[src/hw/kpi_pkg.sv]
// constants for the key pin interrupt unit: register map, field positions, reset values
// assumes an avalon-mm slave with 32-bit data and word addresses, one per register
//
// Summary of operation
// RQ1: eight-source architecture; only the lowest four pin inputs are implemented.
// RQ2: each pin enable bit makes its input an interrupt source when set.
// RQ3: mode bit 0 selects edge-only (0) or edge-plus-level (1) for all pins.
// RQ4: polarity bit clear means falling/low, set means rising/high.
// RQ5: falling edge is high in one bus cycle, low in the next.
// RQ6: rising edge is low in one bus cycle, high in the next.
// RQ7: after an edge, no new edge until all enabled inputs deassert.
// RQ8: external source holds enabled inputs deasserted before the first edge.
// RQ9: in edge-only mode a valid edge sets the flag at bit 3.
// RQ10: in edge-plus-level mode an edge or asserted level sets the flag.
// RQ11: interrupt request is flag and enable bit 1 together.
// RQ12: writes to the flag position have no effect; only acknowledge clears.
// RQ13: writing 1 to acknowledge bit 2 clears the flag; it reads 0.
// RQ14: in level mode an acknowledge leaves the flag set while any pin asserted; the code holds it only while an enabled pin is asserted.
// RQ15: status/control bits 7 to 4 read as zero.
// RQ16: unit keeps running in wait mode and its request wakes the processor.
// RQ17: in shallow stop pin events wake the processor without a clock.
// RQ18: in the deeper stops the unit is off and returns to reset on wake.
// RQ19: in background debug mode the unit operates normally.
// RQ20: polarity bit chooses pull-up (0) or pull-down (1) for an enabled pin.
// RQ21: software initialises in order: mask, polarity, pulls, enable, ack, unmask.
// RQ22: each input passes a two-flop synchroniser before edge comparison.
package kpi_pkg;
    localparam int KPI_PINS = 4;
    localparam int KPI_ARCH_PINS = 8;
    localparam logic [1:0] KPI_ADDR_STATUS_CONTROL = 2'h0;
    localparam logic [1:0] KPI_ADDR_PIN_ENABLE = 2'h1;
    localparam logic [1:0] KPI_ADDR_POLARITY_SELECT = 2'h2;
    localparam int KPI_BIT_MODE = 0;
    localparam int KPI_BIT_IRQ_EN = 1;
    localparam int KPI_BIT_ACK = 2;
    localparam int KPI_BIT_FLAG = 3;
    localparam logic [7:0] KPI_RESET_BYTE = 8'h00;
    localparam logic [31:0] KPI_UNMAPPED_READ = 32'h0000_0000;
endpackage : kpi_pkg

[src/hw/kpi_key_pin_interrupt.sv]
// key pin interrupt unit: four watched pins, one shared event flag, one request
// assumes pins are already synchronous to clk per system convention; still double-flopped
`timescale 1ns/1ns
`default_nettype none
module kpi_key_pin_interrupt
    import kpi_pkg::*;
(
    input wire logic clk,
    input wire logic rst_b,
    input wire logic clk_en,
    input wire logic [1:0] avs_address,
    input wire logic avs_read,
    input wire logic avs_write,
    input wire logic [31:0] avs_writedata,
    input wire logic [3:0] avs_byteenable,
    output logic [31:0] avs_readdata,
    output logic avs_waitrequest,
    input wire logic [KPI_PINS-1:0] watched_input_pin,
    input wire logic shallow_stop,
    output logic irq,
    output logic wake_request,
    output logic [KPI_PINS-1:0] pin_pull_select
);
    logic [7:0] key_pin_enable_reg;
    logic [7:0] key_polarity_select_reg;
    logic detect_mode_select_reg;
    logic pin_irq_enable_reg;
    logic pin_event_flag_reg;
    logic [KPI_PINS-1:0] sync1_reg;
    logic [KPI_PINS-1:0] sync2_reg;
    logic [KPI_PINS-1:0] asserted_prev_reg;
    logic edge_armed_reg;
    logic [31:0] avs_readdata_reg;
    logic ack_pend_reg;
    logic [KPI_PINS-1:0] asserted;
    logic [KPI_PINS-1:0] enabled_asserted;
    logic any_asserted;
    logic edge_hit;
    logic flag_set;
    logic wr_status;
    logic ack_write;

    // bus: one wait cycle on every access, answer at the second edge
    always_ff @(posedge clk) begin
        if (!rst_b) begin
            ack_pend_reg <= 1'b0;
        end else if (clk_en) begin
            ack_pend_reg <= (avs_read || avs_write) && !ack_pend_reg;
        end
    end
    assign avs_waitrequest = (avs_read || avs_write) && !ack_pend_reg;

    assign wr_status = avs_write && ack_pend_reg && clk_en && avs_byteenable[0]
        && avs_address == KPI_ADDR_STATUS_CONTROL;
    assign ack_write = wr_status && avs_writedata[KPI_BIT_ACK]; // RQ13

    always_ff @(posedge clk) begin
        if (!rst_b) begin
            key_pin_enable_reg <= KPI_RESET_BYTE;
            key_polarity_select_reg <= KPI_RESET_BYTE;
            detect_mode_select_reg <= 1'b0;
            pin_irq_enable_reg <= 1'b0;
        end else if (clk_en && avs_write && ack_pend_reg && avs_byteenable[0]) begin
            unique case (avs_address)
                KPI_ADDR_STATUS_CONTROL: begin
                    detect_mode_select_reg <= avs_writedata[KPI_BIT_MODE]; // RQ3
                    pin_irq_enable_reg <= avs_writedata[KPI_BIT_IRQ_EN];
                end
                KPI_ADDR_PIN_ENABLE: key_pin_enable_reg <= avs_writedata[7:0]; // RQ2
                KPI_ADDR_POLARITY_SELECT: key_polarity_select_reg <= avs_writedata[7:0]; // RQ4
                default: begin
                end
            endcase
        end
    end

    always_ff @(posedge clk) begin
        if (!rst_b) begin
            avs_readdata_reg <= KPI_UNMAPPED_READ;
        end else if (clk_en && avs_read && !ack_pend_reg) begin
            unique case (avs_address)
                KPI_ADDR_STATUS_CONTROL: avs_readdata_reg <= {28'h000_0000,
                    pin_event_flag_reg, 1'b0, pin_irq_enable_reg,
                    detect_mode_select_reg}; // RQ15 RQ13
                KPI_ADDR_PIN_ENABLE: avs_readdata_reg <= {24'h00_0000, key_pin_enable_reg};
                KPI_ADDR_POLARITY_SELECT: avs_readdata_reg <= {24'h00_0000,
                    key_polarity_select_reg};
                default: avs_readdata_reg <= KPI_UNMAPPED_READ;
            endcase
        end
    end
    assign avs_readdata = avs_readdata_reg;

    // upper four enable and polarity bits are storage only: no pins behind them
    always_ff @(posedge clk) begin
        if (!rst_b) begin
            sync1_reg <= '0;
            sync2_reg <= '0;
        end else if (clk_en) begin
            sync1_reg <= watched_input_pin; // RQ22
            sync2_reg <= sync1_reg;
        end
    end

    genvar g;
    generate
        for (g = 0; g < KPI_PINS; g++) begin : g_pin // RQ1
            assign asserted[g] = sync2_reg[g] ~^ key_polarity_select_reg[g]; // RQ4
            assign enabled_asserted[g] = asserted[g] && key_pin_enable_reg[g];
            assign pin_pull_select[g] = key_polarity_select_reg[g]; // RQ20
        end
    endgenerate
    assign any_asserted = |enabled_asserted;

    always_ff @(posedge clk) begin
        if (!rst_b) begin
            asserted_prev_reg <= '0;
            edge_armed_reg <= 1'b1;
        end else if (clk_en) begin
            asserted_prev_reg <= asserted;
            // re-arm only when every enabled input is back at deasserted level
            if (edge_hit) begin
                edge_armed_reg <= 1'b0; // RQ7
            end else if (!any_asserted) begin
                edge_armed_reg <= 1'b1;
            end
        end
    end
    // deasserted in one cycle, asserted in the next, on an enabled pin
    assign edge_hit = edge_armed_reg
        && |(enabled_asserted & ~asserted_prev_reg); // RQ5 RQ6
    assign flag_set = edge_hit || (detect_mode_select_reg && any_asserted); // RQ9 RQ10

    // a set in the same cycle as the acknowledge wins
    always_ff @(posedge clk) begin
        if (!rst_b) begin
            pin_event_flag_reg <= 1'b0; // RQ18
        end else if (clk_en) begin
            if (flag_set) begin
                pin_event_flag_reg <= 1'b1; // RQ14
            end else if (ack_write) begin
                pin_event_flag_reg <= 1'b0; // RQ12
            end
        end
    end

    assign irq = pin_event_flag_reg && pin_irq_enable_reg; // RQ11 RQ16 RQ19
    // shallow stop: clockless path straight from the pins, gated by stored config
    assign wake_request = irq || (shallow_stop && pin_irq_enable_reg
        && |(key_pin_enable_reg[KPI_PINS-1:0]
        & (watched_input_pin ~^ key_polarity_select_reg[KPI_PINS-1:0]))); // RQ17
endmodule : kpi_key_pin_interrupt
`default_nettype wire

[config.mk]
export PLATFORM = sky130hd
export DESIGN_NAME = kpi_key_pin_interrupt
export DESIGN_NICKNAME = d
export VERILOG_FILES = /design/src/hw/kpi_pkg.sv /design/src/hw/kpi_key_pin_interrupt.sv
export SDC_FILE = /design/constraint.sdc
export NUM_CORES = 1
export LEC_CHECK = 0
export ABC_CLOCK_PERIOD_IN_PS = 1490
export BUFFER_PORTS_ARGS = -buffer_cell sky130_fd_sc_hd__buf_2
export CORE_ASPECT_RATIO = 0.5
export CORE_MARGIN = 10
export CORE_UTILIZATION = 40
export DETAILED_ROUTE_END_ITERATION = 7
export GPL_TIMING_DRIVEN = 0
export HOLD_SLACK_MARGIN = 0.03
export MAX_ROUTING_LAYER = met4
export PLACE_DENSITY = 0.76
export SLEW_MARGIN = 40
export SYNTH_ARGS = -nofsm -noshare
export SYNTH_HDL_FRONTEND = slang
export SYNTH_SLANG_ARGS = --single-unit
[constraint.sdc]
create_clock -name clk -period 1.49 [get_ports clk]
set_input_delay 0.149 -clock clk [delete_from_list [all_inputs] [get_ports clk]]
set_output_delay 0.149 -clock clk [all_outputs]
set_load 0.01 [all_outputs]
==> impl_results.md <==
* Min-Delay Path Class: input port to flop
* Die ar. at about 0.0086 mm2
* DRC viols at 0
* Largest family of logic cells by synthesized area: multiplexers
* Initial antenna violation count at 0
* Filler cell count at 459
* CTS root buf: clkbuf_8
* Post-DR vias/cell at 4.64
* ANT cells at 0
* Worst IR Drop VDD at between 0.0003 and 0.0004 V
* Largest net degree at the start of global routing at 12
* CP Max Fanout at 2
* Core area at 0.00495 mm2
* First-pass GRT wire length at between 7 and 8 mm
* CP bufs+invs at 1
* Power, Total at 0.00215 W
* Yosys cell types at 33
* Worst Path Arrival at ~1.4 ns
* Routed length per instance at 14.3 um
* Layout cells sized above 1 at 32.6%
* Worst path required time at 1.34 ns
* Vias in the first global route at 1601
* Fin area at 0.00253 mm2
* CTS clock-pin slew for the worst setup and hold paths at 0.07 ns
* FF-to-FF Start: key_polarity_select_reg[3]
* Seq cells post-synth at 41
* Critical path capture point type: output port
* Post-synthesis sequential area ratio at 40.0%
* TritonCTS clock tree: yes
* Mux contribution to synthesized area at 16.6%
* Multi-input gate area at 0.00105 mm2
* Xor/xnor share of the synthesized area at 3.78%
* Clock buffer depth at 2
* Unrepaired setup endpoints after global routing: yes
* Critical path type: flop to output port
* Synth Warn # at 0
* Synth Area per Inst at 9.65 um2
* Crit path largest cell delay at about 0.36 ns
* DR iter-0 viols at 57
* I/O Buffers at 33
* Crit-path cells: xnor2_2 -> a22oi_2 -> a21boi_1 -> o21a_1 -> buf_2
* Die width at 121 um
* TNS Setup at -0.0246 ns
* Complex-gate fraction of the synthesized area at a little under a tenth
* HP Start: avs_writedata[5]
* Hold slack at 0.110 ns
* R2R cell count at 5
* I/O Pins at 87
* CTS Buf Count at 5
* DR vias at 1621
* CP top delay family: compound AO/OA/AOI/OAI gates
* Reg area at 831 um2
* Hold depth at 3
* CP Launch Type: flop
* NumNets Final at 326
* Reg2reg setup slack at 0.07 ns
* H-tree levels at 2
* Starting Density at 41.5%
* Hold-fix buffers, CTS at 0
* Synthesized cell area at 0.00205 mm2
* Static Leakage at 1.12 nW
* Setup Viol. Count Final at 1
* Post-Route WL at around 5.0 mm
* Simple-Gate Fraction of Synth Area at 16.0%
* Max Clock Skew at between 0.005 and 0.006 ns
* Adder-cell area share of the yosys netlist at 0%
* Die Y at 70.7 um
* Slew HR at 63.9%
* Gpl congestion at 0.849
* Endpoints failing hold at 0
* Status: finished, violations left
* Final Slew Violations at 0
* Failing checks: negative setup slack
* CP max-delay cell: dfxtp_4
* Hold Path End: key_pin_enable_reg[5]
* Area growth syn-to-layout at 23.1%
* Placed cell area at 0.00239 mm2
* Measured slew at the worst slew-check pin at between 0.5 and 0.6 ns
* Clock sinks at between 40 and 50
* TritonRoute pass-1 iters at 4
* Max Clk Rate at 660 MHz
* # rows at 18
* Minimum period implied by the final worst setup slack at 1.51 ns
* Post-synthesis cell count at 213
* R2r endpoint: edge_armed_reg
* Max Cap Viol at 0
* Power Density at about 850 mW/mm2
* Final critical-path share of the clock period at 102%
* Clock latency on the worst-skew pair at 0.29 ns
* GRT overflow at 0
* Setup ws final at -0.0246 ns
* GRT Resource Usage Total at 11.6%
* Final ANT Viol Nets at 0
[cells in the mapped netlist]
cell type / instances / share of area, %
nor2b_4: 1 / 0.67
inv_1: 1 / 0.18
a22oi_1: 8 / 2.9
o221ai_2: 1 / 0.73
nand4_4: 1 / 1.0
and2b_1: 1 / 0.37
and2_1: 1 / 0.30
conb_1: 1 / 0.18
o21a_1: 1 / 0.37
dfxtp_1: 41 / 40
buf_4: 31 / 11
xnor2_2: 1 / 0.79
nand3_1: 2 / 0.49
a211oi_1: 8 / 2.9
buf_2: 3 / 0.73
and4_1: 2 / 0.85
nor2b_1: 1 / 0.30
a21boi_0: 1 / 0.37
o32a_1: 1 / 0.49
nand2_1: 3 / 0.55
a21oi_1: 3 / 0.73
and3_1: 1 / 0.30
mux2i_1: 34 / 17
buf_6: 3 / 1.6
nor3b_2: 1 / 0.61
clkbuf_1: 2 / 0.37
nor2_1: 44 / 8.0
or3_4: 1 / 0.55
o211ai_2: 1 / 0.61
buf_1: 1 / 0.18
and3b_1: 1 / 0.43
xnor2_1: 7 / 3.0
nand3b_1: 4 / 1.5
[cells by family after synthesis]
group | after synthesis
buffers and inverters | 41
muxes | 34
xor gates and xnor gates | 8
and+or+nand+nor | 64
DFF | 41
other | 1
AOI/OAI and AO/OA | 24
[repair_timing]
item	CTS	global route
gates resized for setup	9	2
setup buffers	2	0
endpoints found under the setup margin	1	2
pin swaps	4	0
[report_power, final]
group	internal [W]	total, W	switching, W
clock network	0.000333	0.000692	0.000359
logic	0.000142	0.000303	0.000161
registers	0.00113	0.00115	0.0000226
total	0.00160	0.00215	0.000543
[metrics by stage]
| stage | instances | util (%) | setup WS, ns |
|---|---|---|---|
| 2_1_floorplan | 236 | - | 0.234 |
| 3_3_place_gp | 339 | 48.3 | 0.0880 |
| 3_5_place_dp | 339 | 48.3 | 0.0848 |
| 4_1_cts | 349 | 50.7 | -0.00727 |
| 5_1_grt | 349 | 51.1 | -0.0683 |
| 6_report | 349 | 51.1 | -0.0246 |
[layout make-up]
type / instances / area share [%]
Multi-Input combinational cell: 154 / 41.7
Clock buffer: 8 / 3.17
Timing Repair Buffer: 35 / 7.12
Inverter: 1 / 0.148
Buffer: 40 / 11.6
Sequential cell: 41 / 32.8
Tap cell: 70 / 3.46
[placed cells by master, fill, tap and decap left out, types with 3 or more instances in the layout]
cell type / synthesis / final
nor2_1: 44 / 44
dfxtp_1: 41 / 37
buf_2: 3 / 36
mux2i_1: 34 / 34
buf_4: 31 / 33
conb_1: 1 / 24
a211oi_1: 8 / 8
a22oi_1: 8 / 7
xnor2_1: 7 / 5
clkbuf_1: 2 / 5
clkbuf_8: 0 / 5
nand3b_1: 4 / 4
buf_6: 3 / 3
a21oi_1: 3 / 3
nand2_1: 3 / 3
[worst reg2reg max path, stage by stage, from the launching register on]
cell     delay (ns)
dfxtp_4        0.36
buf_4          0.17
xnor2_4        0.18
a22oi_1        0.10
and4_1         0.21
o32a_1         0.29
[layer usage]
layer	vias to the layer above	wire length, um	GRT usage [%]	part of all wire, %
met5	-	0	-	0
met4	0	65	4.07	1.3
met3	7	404	3.64	8.1
met2	58	2200	17.7	44
met1	751	2330	14.3	47
li1	805	-	-	-
[how the worst max path moves through the flow]
stage,depth (start not counted),slack [ns],from,endpoint
2_1_floorplan,4,0.23,key_polarity_select_reg[0],edge_armed_reg
5_1_grt,5,-0.07,key_polarity_select_reg[3],wake_request
4_1_cts,5,-0.007,key_polarity_select_reg[3],wake_request
6_report,5,-0.02,key_polarity_select_reg[3],wake_request
3_3_place_gp,5,0.09,key_polarity_select_reg[3],wake_request
3_5_place_dp,4,0.08,key_polarity_select_reg[0],edge_armed_reg
Note: power is estimated with default switching activity, not from simulation.
